===== src/core/pwr_seq_pkg.sv =====
package pwr_seq_pkg;

  // ********************************************************************
  // Register map (indices; byte address is four times the index)
  // ********************************************************************
  localparam int NUM_SRC = 6;
  localparam int ADDR_W = 12;
  localparam logic [7:0] IDX_PRIO_LO = 8'hB8;
  localparam logic [7:0] IDX_PRIO_HI = 8'hB7;
  localparam logic [7:0] IDX_POWER_CTRL = 8'h87;
  localparam logic [7:0] IDX_WAKE_CFG = 8'hC0;

  // ********************************************************************
  // Field positions
  // ********************************************************************
  localparam int SRC_EXT0 = 0;
  localparam int SRC_TMR0 = 1;
  localparam int SRC_EXT1 = 2;
  localparam int SRC_TMR1 = 3;
  localparam int SRC_SERIAL = 4;
  localparam int SRC_TMR2 = 5;
  localparam int PC_CPU_SLEEP = 0;
  localparam int PC_DEEP_SLEEP = 1;
  localparam int PC_FLAG0 = 2;
  localparam int PC_FLAG1 = 3;
  localparam int WC_EDGE0 = 8;
  localparam int WC_EDGE1 = 9;

  // ********************************************************************
  // Reset values
  // ********************************************************************
  localparam logic [5:0] PRIO_RST = 6'h00;
  localparam logic [5:0] ENABLE_RST = 6'h00;
  localparam logic [1:0] EDGE_RST = 2'h0;

  // ********************************************************************
  // Timing
  // ********************************************************************
  localparam int CLK_PERIOD_PS = 5000;
  localparam int OSC_PERIOD_PS = 5000;
  localparam int RESET_HOLD_PERIODS = 24;
  localparam int RESET_HOLD_CYCLES =
    (RESET_HOLD_PERIODS * OSC_PERIOD_PS + CLK_PERIOD_PS - 1) / CLK_PERIOD_PS;
  localparam int STAB_CYCLES_DEF = 256;

  // ********************************************************************
  // Types
  // ********************************************************************
  typedef enum logic [4:0] {
    MODE_RUN     = 5'b00001,
    MODE_IDLE    = 5'b00010,
    MODE_PDOWN   = 5'b00100,
    MODE_STAB    = 5'b01000,
    MODE_RELEASE = 5'b10000
  } mode_t;

  typedef struct packed {
    logic take;
    logic [2:0] src;
    logic [1:0] lvl;
  } irq_grant_t;

  typedef struct packed {
    logic strobe_force;
    logic strobe_level;
    logic port0_float;
    logic port0_zero_only;
    logic port2_addr_sel;
    logic port_hold;
  } pin_mode_t;

endpackage


===== src/core/prio_arbiter.sv =====
`timescale 1ns/1ps
`default_nettype none
module prio_arbiter
  import pwr_seq_pkg::*;
#(
  parameter int N = NUM_SRC
) (
  input wire logic [N-1:0] req,
  input wire logic [N-1:0] lo,
  input wire logic [N-1:0] hi,
  output logic any,
  output logic [2:0] src,
  output logic [1:0] lvl
);

  logic [1:0] level [N];

  genvar g;
  generate
    for (g = 0; g < N; g++) begin : g_lvl
      assign level[g] = {hi[g], lo[g]};
    end
  endgenerate

  // Scan from the last source down; a non-strict compare lets the
  // earliest source win ties
  always_comb begin
    any = 1'b0;
    src = 3'h0;
    lvl = 2'h0;
    for (int i = N - 1; i >= 0; i--) begin
      if (req[i] && (!any || level[i] >= lvl)) begin
        any = 1'b1;
        src = 3'(i);
        lvl = level[i];
      end
    end
  end

endmodule
`default_nettype wire


===== src/core/pwr_seq_top.sv =====
// Contract
// - Low and high priority bits per source, ext0 bit0 up to timer2 bit5.
// - High bit and low bit join into a two-bit level, 3 highest.
// - Higher level wins; only a lower level service may be preempted.
// - Low priority register at B8h, high priority register at B7h.
// - Bits 7 and 6 of both priority registers are unused, never set.
// - Deep-sleep at bit 1, CPU-sleep at bit 0; reset clears deep-sleep.
// - Writing CPU-sleep stops the CPU right after that write.
// - Idle gates only the CPU clock; interrupt logic keeps running.
// - CPU registers are kept in idle since its clock is gated.
// - Idle forces strobes high, holds ports; external code floats port 0.
// - Enabled interrupt clears CPU-sleep, ends idle, CPU resumes after.
// - Two general purpose flags are plain software storage.
// - Reset pin held 24 oscillator periods completes a reset.
// - Setting deep-sleep stops the oscillator after that write.
// - Registers and RAM keep contents throughout power-down.
// - Only enabled external inputs wake power-down, level or edge mode.
// - Low wake input restarts oscillator; its return high ends exit.
// - Either input restarts; first release exits; higher level served.
// - After servicing the wake interrupt the CPU resumes after entry.
// - Reset exit reinitialises registers; interrupt exit keeps them.
// - RAM stays intact over either power-down exit.
// - Both sleep bits set means power-down path; the interrupt exit clears both.
// - Power-down drives strobes low, holds ports, port 0 per memory.
`timescale 1ns/1ps
`default_nettype none
module pwr_seq_top
  import pwr_seq_pkg::*;
#(
  parameter int unsigned STAB_CYCLES = STAB_CYCLES_DEF
) (
  input wire logic hclk,
  input wire logic hresetn,
  input wire logic hsel,
  input wire logic [ADDR_W-1:0] haddr,
  input wire logic [1:0] htrans,
  input wire logic hwrite,
  input wire logic [2:0] hsize,
  input wire logic [31:0] hwdata,
  input wire logic hready,
  output logic [31:0] hrdata,
  output logic hreadyout,
  output logic hresp,
  input wire logic ext_wake_0_n,
  input wire logic ext_wake_1_n,
  input wire logic reset_pin,
  input wire logic ext_code_pin,
  input wire logic [3:0] periph_req,
  input wire logic return_from_interrupt,
  output logic irq_take,
  output logic [2:0] irq_src,
  output logic [1:0] irq_lvl,
  output logic cpu_clk_en,
  output logic osc_run,
  output logic sfr_reset,
  output logic strobe_force,
  output logic strobe_level,
  output logic port0_float,
  output logic port0_zero_only,
  output logic port2_addr_sel,
  output logic port_hold
);

  // ********************************************************************
  // State
  // ********************************************************************
  typedef struct packed {
    mode_t mode;
    logic [5:0] prio_lo;
    logic [5:0] prio_hi;
    logic [5:0] enable;
    logic [1:0] edge_sel;
    logic cpu_sleep;
    logic deep_sleep;
    logic flag0;
    logic flag1;
    logic [1:0] wake_m;
    logic [1:0] wake_s;
    logic [1:0] wake_d;
    logic [1:0] ext_flag;
    logic rst_m;
    logic rst_s;
    logic [4:0] rst_cnt;
    logic code_m;
    logic code_s;
    logic [15:0] stab_cnt;
    logic [3:0] in_service;
    irq_grant_t grant;
    pin_mode_t pins;
    logic cpu_clk_en;
    logic osc_run;
    logic sfr_reset;
    logic a_wr;
    logic a_rd;
    logic [7:0] a_idx;
    logic [31:0] hrdata;
  } state_t;

  localparam state_t STATE_RST = '{
    mode: MODE_RUN,
    prio_lo: PRIO_RST,
    prio_hi: PRIO_RST,
    enable: ENABLE_RST,
    edge_sel: EDGE_RST,
    wake_m: 2'h3,
    wake_s: 2'h3,
    wake_d: 2'h3,
    cpu_clk_en: 1'b1,
    osc_run: 1'b1,
    default: '0
  };

  localparam logic [15:0] STAB_LAST = 16'(STAB_CYCLES - 1);
  localparam logic [4:0] RST_LAST = 5'(RESET_HOLD_CYCLES - 1);

  state_t s_ff;
  state_t nxt_s;

  logic [5:0] pending;
  logic best_any;
  logic [2:0] best_src;
  logic [1:0] best_lvl;
  logic [1:0] ext_pend;
  logic [1:0] wake_low;
  logic [1:0] wake_rise;
  logic [1:0] wake_fall;
  logic [1:0] top_lvl;
  logic addr_take;

  // ********************************************************************
  // Request arbitration
  // ********************************************************************
  prio_arbiter #(
    .N(NUM_SRC)
  ) u_arb (
    .req(pending),
    .lo(s_ff.prio_lo),
    .hi(s_ff.prio_hi),
    .any(best_any),
    .src(best_src),
    .lvl(best_lvl)
  );

  always_comb begin
    wake_low = ~s_ff.wake_s;
    wake_fall = s_ff.wake_d & ~s_ff.wake_s;
    wake_rise = ~s_ff.wake_d & s_ff.wake_s;
    // Level mode requests while low; a latched flag covers edges and exits
    ext_pend = s_ff.ext_flag | (~s_ff.edge_sel & wake_low);
    pending = '0;
    pending[SRC_EXT0] = ext_pend[0];
    pending[SRC_TMR0] = periph_req[0];
    pending[SRC_EXT1] = ext_pend[1];
    pending[SRC_TMR1] = periph_req[1];
    pending[SRC_SERIAL] = periph_req[2];
    pending[SRC_TMR2] = periph_req[3];
    pending = pending & s_ff.enable;
    top_lvl = 2'h0;
    for (int i = 0; i < 4; i++) begin
      if (s_ff.in_service[i]) begin
        top_lvl = 2'(i);
      end
    end
    addr_take = hsel & hready & htrans[1];
  end

  // ********************************************************************
  // Next state
  // ********************************************************************
  always_comb begin
    nxt_s = s_ff;
    nxt_s.grant.take = 1'b0;
    nxt_s.sfr_reset = 1'b0;

    // Pins from outside pass two flip-flops first
    nxt_s.wake_m = {ext_wake_1_n, ext_wake_0_n};
    nxt_s.wake_s = s_ff.wake_m;
    nxt_s.wake_d = s_ff.wake_s;
    nxt_s.rst_m = reset_pin;
    nxt_s.rst_s = s_ff.rst_m;
    nxt_s.code_m = ext_code_pin;
    nxt_s.code_s = s_ff.code_m;

    // Return first so a grant in the same cycle keeps its level
    if (return_from_interrupt) begin
      nxt_s.in_service[top_lvl] = 1'b0;
    end

    // Register writes in the data phase
    if (s_ff.a_wr) begin
      unique case (s_ff.a_idx)
        IDX_PRIO_LO: nxt_s.prio_lo = hwdata[5:0];
        IDX_PRIO_HI: nxt_s.prio_hi = hwdata[5:0];
        IDX_POWER_CTRL: begin
          nxt_s.cpu_sleep = hwdata[PC_CPU_SLEEP];
          nxt_s.deep_sleep = hwdata[PC_DEEP_SLEEP];
          nxt_s.flag0 = hwdata[PC_FLAG0];
          nxt_s.flag1 = hwdata[PC_FLAG1];
        end
        IDX_WAKE_CFG: begin
          nxt_s.enable = hwdata[5:0];
          nxt_s.edge_sel = {hwdata[WC_EDGE1], hwdata[WC_EDGE0]};
        end
        default: begin
        end
      endcase
    end

    // Edge mode latches a falling edge in every mode
    nxt_s.ext_flag = nxt_s.ext_flag | (s_ff.edge_sel & wake_fall);

    unique case (s_ff.mode)
      MODE_RUN: begin
        if (best_any && (s_ff.in_service == 4'h0 || best_lvl > top_lvl)) begin
          nxt_s.grant.take = 1'b1;
          nxt_s.grant.src = best_src;
          nxt_s.grant.lvl = best_lvl;
          nxt_s.in_service[best_lvl] = 1'b1;
          // Clear only what was taken; a new edge in this cycle still counts
          if (best_src == 3'(SRC_EXT0)) begin
            nxt_s.ext_flag[0] = s_ff.edge_sel[0] & wake_fall[0];
          end
          if (best_src == 3'(SRC_EXT1)) begin
            nxt_s.ext_flag[1] = s_ff.edge_sel[1] & wake_fall[1];
          end
        end
        if (nxt_s.deep_sleep) begin
          nxt_s.mode = MODE_PDOWN;
        end else if (nxt_s.cpu_sleep) begin
          nxt_s.mode = MODE_IDLE;
        end
      end
      MODE_IDLE: begin
        if (best_any) begin
          nxt_s.cpu_sleep = 1'b0;
          nxt_s.mode = MODE_RUN;
        end
      end
      MODE_PDOWN: begin
        if ((wake_low & {s_ff.enable[SRC_EXT1], s_ff.enable[SRC_EXT0]}) != 2'h0)
        begin
          nxt_s.mode = MODE_STAB;
          nxt_s.stab_cnt = STAB_LAST;
        end
      end
      MODE_STAB: begin
        // Waker keeps its input low for at least this wait
        if (s_ff.stab_cnt == 16'h0000) begin
          nxt_s.mode = MODE_RELEASE;
        end else begin
          nxt_s.stab_cnt = s_ff.stab_cnt - 16'h0001;
        end
      end
      MODE_RELEASE: begin
        if ((wake_rise & {s_ff.enable[SRC_EXT1], s_ff.enable[SRC_EXT0]}) != 2'h0)
        begin
          // First input to return high completes the exit and stays pending
          nxt_s.ext_flag = nxt_s.ext_flag | (wake_rise &
            {s_ff.enable[SRC_EXT1], s_ff.enable[SRC_EXT0]});
          nxt_s.cpu_sleep = 1'b0;
          nxt_s.deep_sleep = 1'b0;
          nxt_s.mode = MODE_RUN;
        end
      end
      default: nxt_s.mode = MODE_RUN;
    endcase

    // ******************************************************************
    // Reset pin: registers reinitialise, RAM untouched
    // ******************************************************************
    if (s_ff.rst_s) begin
      if (s_ff.rst_cnt != RST_LAST) begin
        nxt_s.rst_cnt = s_ff.rst_cnt + 5'h01;
      end else begin
        nxt_s.sfr_reset = 1'b1;
        nxt_s.mode = MODE_RUN;
        nxt_s.prio_lo = PRIO_RST;
        nxt_s.prio_hi = PRIO_RST;
        nxt_s.enable = ENABLE_RST;
        nxt_s.edge_sel = EDGE_RST;
        nxt_s.cpu_sleep = 1'b0;
        nxt_s.deep_sleep = 1'b0;
        nxt_s.flag0 = 1'b0;
        nxt_s.flag1 = 1'b0;
        nxt_s.ext_flag = 2'h0;
        nxt_s.in_service = 4'h0;
        nxt_s.grant.take = 1'b0;
      end
    end else begin
      nxt_s.rst_cnt = 5'h00;
    end

    // ******************************************************************
    // Clocks and pin modes follow the next mode
    // ******************************************************************
    // Gating the CPU clock freezes every CPU register in place
    nxt_s.cpu_clk_en = (nxt_s.mode == MODE_RUN);
    // Registers here run on the bus clock, so they hold through power-down
    nxt_s.osc_run = (nxt_s.mode != MODE_PDOWN);
    nxt_s.pins = '0;
    unique case (nxt_s.mode)
      MODE_RUN: begin
      end
      MODE_IDLE: begin
        nxt_s.pins.strobe_force = 1'b1;
        nxt_s.pins.strobe_level = 1'b1;
        nxt_s.pins.port_hold = 1'b1;
        nxt_s.pins.port0_float = s_ff.code_s;
        nxt_s.pins.port0_zero_only = ~s_ff.code_s;
        nxt_s.pins.port2_addr_sel = s_ff.code_s;
      end
      default: begin
        nxt_s.pins.strobe_force = 1'b1;
        nxt_s.pins.strobe_level = 1'b0;
        nxt_s.pins.port_hold = 1'b1;
        nxt_s.pins.port0_float = s_ff.code_s;
        nxt_s.pins.port0_zero_only = ~s_ff.code_s;
      end
    endcase

    // ******************************************************************
    // Bus address phase; reads see this cycle's write
    // ******************************************************************
    nxt_s.a_wr = addr_take & hwrite;
    nxt_s.a_rd = addr_take & ~hwrite;
    nxt_s.a_idx = haddr[9:2];
    if (haddr[ADDR_W-1:10] != '0) begin
      nxt_s.a_idx = 8'h00;
    end
    if (addr_take & ~hwrite) begin
      nxt_s.hrdata = 32'h0000_0000;
      unique case (nxt_s.a_idx)
        IDX_PRIO_LO: nxt_s.hrdata[5:0] = nxt_s.prio_lo;
        IDX_PRIO_HI: nxt_s.hrdata[5:0] = nxt_s.prio_hi;
        IDX_POWER_CTRL: begin
          nxt_s.hrdata[PC_CPU_SLEEP] = nxt_s.cpu_sleep;
          nxt_s.hrdata[PC_DEEP_SLEEP] = nxt_s.deep_sleep;
          nxt_s.hrdata[PC_FLAG0] = nxt_s.flag0;
          nxt_s.hrdata[PC_FLAG1] = nxt_s.flag1;
        end
        IDX_WAKE_CFG: begin
          nxt_s.hrdata[5:0] = nxt_s.enable;
          nxt_s.hrdata[WC_EDGE0] = nxt_s.edge_sel[0];
          nxt_s.hrdata[WC_EDGE1] = nxt_s.edge_sel[1];
        end
        default: begin
        end
      endcase
    end
  end

  // ********************************************************************
  // Registers
  // ********************************************************************
  always_ff @(posedge hclk or negedge hresetn) begin
    if (!hresetn) begin
      s_ff <= STATE_RST;
    end else begin
      s_ff <= nxt_s;
    end
  end

  // ********************************************************************
  // Outputs
  // ********************************************************************
  assign hrdata = s_ff.hrdata;
  assign hreadyout = 1'b1;
  assign hresp = 1'b0;
  assign irq_take = s_ff.grant.take;
  assign irq_src = s_ff.grant.src;
  assign irq_lvl = s_ff.grant.lvl;
  assign cpu_clk_en = s_ff.cpu_clk_en;
  assign osc_run = s_ff.osc_run;
  assign sfr_reset = s_ff.sfr_reset;
  assign strobe_force = s_ff.pins.strobe_force;
  assign strobe_level = s_ff.pins.strobe_level;
  assign port0_float = s_ff.pins.port0_float;
  assign port0_zero_only = s_ff.pins.port0_zero_only;
  assign port2_addr_sel = s_ff.pins.port2_addr_sel;
  assign port_hold = s_ff.pins.port_hold;

endmodule
`default_nettype wire


===== config.mk =====
export PLATFORM = sky130hd
export DESIGN_NAME = pwr_seq_top
export DESIGN_NICKNAME = d
export VERILOG_FILES = /design/src/core/pwr_seq_pkg.sv /design/src/core/prio_arbiter.sv /design/src/core/pwr_seq_top.sv
export SDC_FILE = /design/constraint.sdc
export NUM_CORES = 1
export LEC_CHECK = 0
export BUFFER_PORTS_ARGS = -buffer_cell sky130_fd_sc_hd__buf_2
export CORE_ASPECT_RATIO = 1.1
export CORE_UTILIZATION = 45
export CTS_CLUSTER_DIAMETER = 100
export DETAILED_ROUTE_END_ITERATION = 10
export PLACE_DENSITY = 0.72
export SLEW_MARGIN = 40
export SYNTH_ARGS = -nofsm -noshare
export SYNTH_HDL_FRONTEND = slang
export SYNTH_SLANG_ARGS = --single-unit

===== constraint.sdc =====
create_clock -name hclk -period 7 [get_ports hclk]
set_clock_uncertainty 0.1 [all_clocks]
set_input_delay 1.05 -clock hclk [delete_from_list [all_inputs] [get_ports hclk]]
set_output_delay 1.05 -clock hclk [all_outputs]
set_load 0.05 [all_outputs]

==> impl_metrics.json <==
{
  "status": "complete, but fails checks",
  "violated_checks": "negative setup slack",
  "synth_commonest_cells": "sky130_fd_sc_hd__dfrtp_1, sky130_fd_sc_hd__nor2_1, sky130_fd_sc_hd__buf_4, sky130_fd_sc_hd__nand2_1, sky130_fd_sc_hd__mux2i_1",
  "grt_antenna_before_repair": 0,
  "hold_path_depth": 0,
  "grt_use_met2_pct": 34.83,
  "hpwlAfterDp_um": 8004,
  "worst_r2r_path_depth": 38,
  "place.gp.congestion": 0.7999,
  "yosys-top-cells-area": "sky130_fd_sc_hd__dfrtp_1, sky130_fd_sc_hd__buf_4, sky130_fd_sc_hd__mux2i_1",
  "fin_hold_ws_ns": 0.2481,
  "synth_edf_count": 0,
  "final_cell_count_no_fill": 774,
  "number_of_synthesized_register_bits": 98,
  "count_of_antenna_diodes_in_the_layout": 0,
  "routed_wire_length_um": 12310,
  "rows": 40,
  "startpoint_class": "input pin",
  "max_freq_mhz": 132.6,
  "cpPeakStageDelay_ns": 0.40,
  "post_drt_via_cell_ratio": 5.484,
  "grt_max_degree": 57,
  "grt_busiest_layer": "met2",
  "proportion_of_register_bits_with_asynchronous_set_or_reset_after_synthesis_pct": 100.0,
  "synth.avg_cell_area_um2": 9.971,
  "cap_violations": 0,
  "final.period_utilization_pct": 107.7,
  "core_area_um2": 11110,
  "placed_cells": 725,
  "cts_hold_buffers": 0,
  "holdPathEnd": "s_ff[77]",
  "hold_path_startpoint": "nxt_s[77]",
  "leak_pwr_nw": 3.166,
  "r2r_setup_slack_ns": -0.21,
  "chipHeight_um": 114.9,
  "critical_path_required_time_ns": 7.13,
  "detailedRoute.firstPassIterationCount": 5,
  "gr-usage-met3_pct": 3.968,
  "postSynthCellCount": 523,
  "num-nets-final": 699,
  "cts_htree_levels": 3,
  "final_design_area_no_fill_um2": 6553,
  "gr_ovfl_total": 0,
  "detail_route.drc_violations": 0,
  "crit_family": "compound AO/OA/AOI/OAI gates",
  "final.setup.tns_ns": -5.877,
  "synth_top_area_share_pct": 42.71,
  "numClockSinks": 98,
  "worst-setup-path-type": "in -> reg",
  "slew-limit-headroom_pct": 39.15,
  "worstSetupEndpointType": "flip-flop",
  "min-delay-path-class": "reg -> reg",
  "placement.cell_area_um2": 5756,
  "clock_tree_from_tritoncts": "done",
  "cts_buffers": 9,
  "boundaryPins": 112,
  "grt_first_pass_wirelength_um": 19320,
  "die_x_um": 104.6,
  "grtUsageTotal_pct": 20.49,
  "period_needed_ns": 7.541,
  "synthDominantAreaCellType": "sky130_fd_sc_hd__dfrtp_1",
  "nFillCells": 929,
  "cts_root_buffer": "sky130_fd_sc_hd__clkbuf_16",
  "drt-initial-drc-count": 231,
  "globalRouteMet1Util_pct": 26.02,
  "dr_total_vias": 4245,
  "worst-slew-pin-transition_ns": 0.9032,
  "cp_max_fanout": 5,
  "postLayoutSetupSlackWorst_ns": -0.5409,
  "unrepaired_setup_endpoints_after_global_routing": "yes",
  "fp.dieArea_um2": 12020,
  "place.port_buffers": 55,
  "synth_most_common_cell": "sky130_fd_sc_hd__dfrtp_1",
  "p_per_area_nw_per_um2": 315.0,
  "drv_slew": 0,
  "dominantRegCellSynth": "sky130_fd_sc_hd__dfrtp_1",
  "critical_path.reg2reg.endpoint": "s_ff[58]",
  "post_synth_instance_area_um2": 5215,
  "share_of_final_layout_standard_cells_stronger_than_drive_strength_1_pct": 32.54,
  "cts_max_path_buffers": 2,
  "setup_viol": 12,
  "vias_in_the_first_global_route": 4117,
  "critPathBufInv": 6,
  "yosysWarningCount": 0,
  "cts.reportedPaths.clkPinSlew_ns": 0.07,
  "worstPathArrival_ns": 7.68,
  "dpl_worst_slack_ns": -0.9149,
  "clkLatencyLatePin_ns": 0.35,
  "start_util_pct": 46.94,
  "hold_violations": 0,
  "crit_slowest_cell": "sky130_fd_sc_hd__or3_4",
  "wl_per_cell_um": 15.90,
  "final_core_util_pct": 58.98,
  "design_power_total_mw": 2.064,
  "netlist-cell-type-count": 72,
  "r2r-start": "s_ff[105]",
  "yosysSeqAreaShare_pct": 47.24,
  "route.antenna.remaining_nets": 0,
  "area_growth_syn_to_layout_pct": 25.65,
  "vdd.ir_drop.worst_mv": 0.1556
}
## routing by layer
layer / wire length (um) / part of all wire [%] / up-vias
met1: 5390 / 44 / 2068
met2: 6063 / 49 / 157
met3: 592 / 4.8 / 27
li1: - / - / 1993
met4: 261 / 2.1 / 0
met5: 0 / 0 / -
## worst max path at each step
stage,startpoint,to,slack [ns],cells after the start
after global routing,periph_req[3],s_ff[86],-0.82,40
after floorplan,periph_req[3],irq_src[1],-0.70,37
final,periph_req[3],s_ff[58],-0.54,39
after global placement,periph_req[3],irq_src[0],-0.77,39
after detailed placement,periph_req[3],irq_src[0],-0.91,39
after CTS,periph_req[3],irq_src[0],-0.34,39
## worst register-to-register path, delay by kind of cell (launching register included)
| kind | cells | cell delay (ns) |
|---|---|---|
| buf+inv | 5 | 0.62 |
| flops | 1 | 0.43 |
| simple gates | 11 | 1.85 |
| compound gates | 16 | 2.60 |
| fa+ha+maj | 6 | 1.52 |
## cells in the final DEF, fill, tap and decap left out, drive strengths merged, types with 9 or more instances in the layout
| cell | count |
|---|---|
| conb | 26 |
| inv | 20 |
| dfrtp | 89 |
| ha | 14 |
| mux2i | 25 |
| nor2b | 11 |
| dfstp | 9 |
| nor3 | 14 |
| buf | 115 |
| o21ai | 18 |
| nand2 | 39 |
| xor2 | 10 |
| a21oi | 14 |
| nand3 | 13 |
| clkbuf | 11 |
| and2 | 12 |
| nor2 | 66 |
## kinds of logic after synthesis
family / Yosys count / share of synthesized area (%)
AOI/OAI and AO/OA: 93 / 13.22
DFF: 98 / 47.24
adders and majority gates: 14 / 3.359
other: 2 / 0.1440
and+or+nand+nor: 204 / 20.37
muxes: 27 / 5.230
buffers and inverters: 70 / 7.917
xor gates and xnor gates: 15 / 2.519
## report_power, final
| part | internal [mW] | total, mW | switching (mW) |
|---|---|---|---|
| registers | 0.672 | 0.749 | 0.0771 |
| clock network | 0.298 | 0.512 | 0.214 |
| logic | 0.336 | 0.803 | 0.468 |
| total | 1.31 | 2.06 | 0.759 |
## registers in the layout (all words and copies together) (netlist names)
signal / count
cpu_clk_en: 1
strobe_force: 1
port0_zero_only: 1
hrdata: 8
strobe_level: 1
irq_src: 3
irq_take: 1
nxt_s: 6
port2_addr_sel: 1
irq_lvl: 2
sfr_reset: 1
osc_run: 1
port_hold: 1
s_ff: 69
port0_float: 1
## final cells by class
class / instances / area [um^2] / area share [%]
multi-input cells: 379 / 2756 / 42.07
flip-flops and latches: 98 / 2464 / 37.60
repair buffers: 115 / 764.5 / 11.67
clock buffers: 11 / 252.7 / 3.857
well taps: 147 / 183.9 / 2.807
inverters: 19 / 71.32 / 1.088
clock inverters: 5 / 60.06 / 0.9166
## timing repair
action / 4_1_cts / 5_1_grt
pin swaps: 27 / 33
buffers inserted: 31 / 6
gates resized for setup: 17 / 32
endpoints found under the setup margin: 12 / 12
Power figures use the tool's default switching activity.
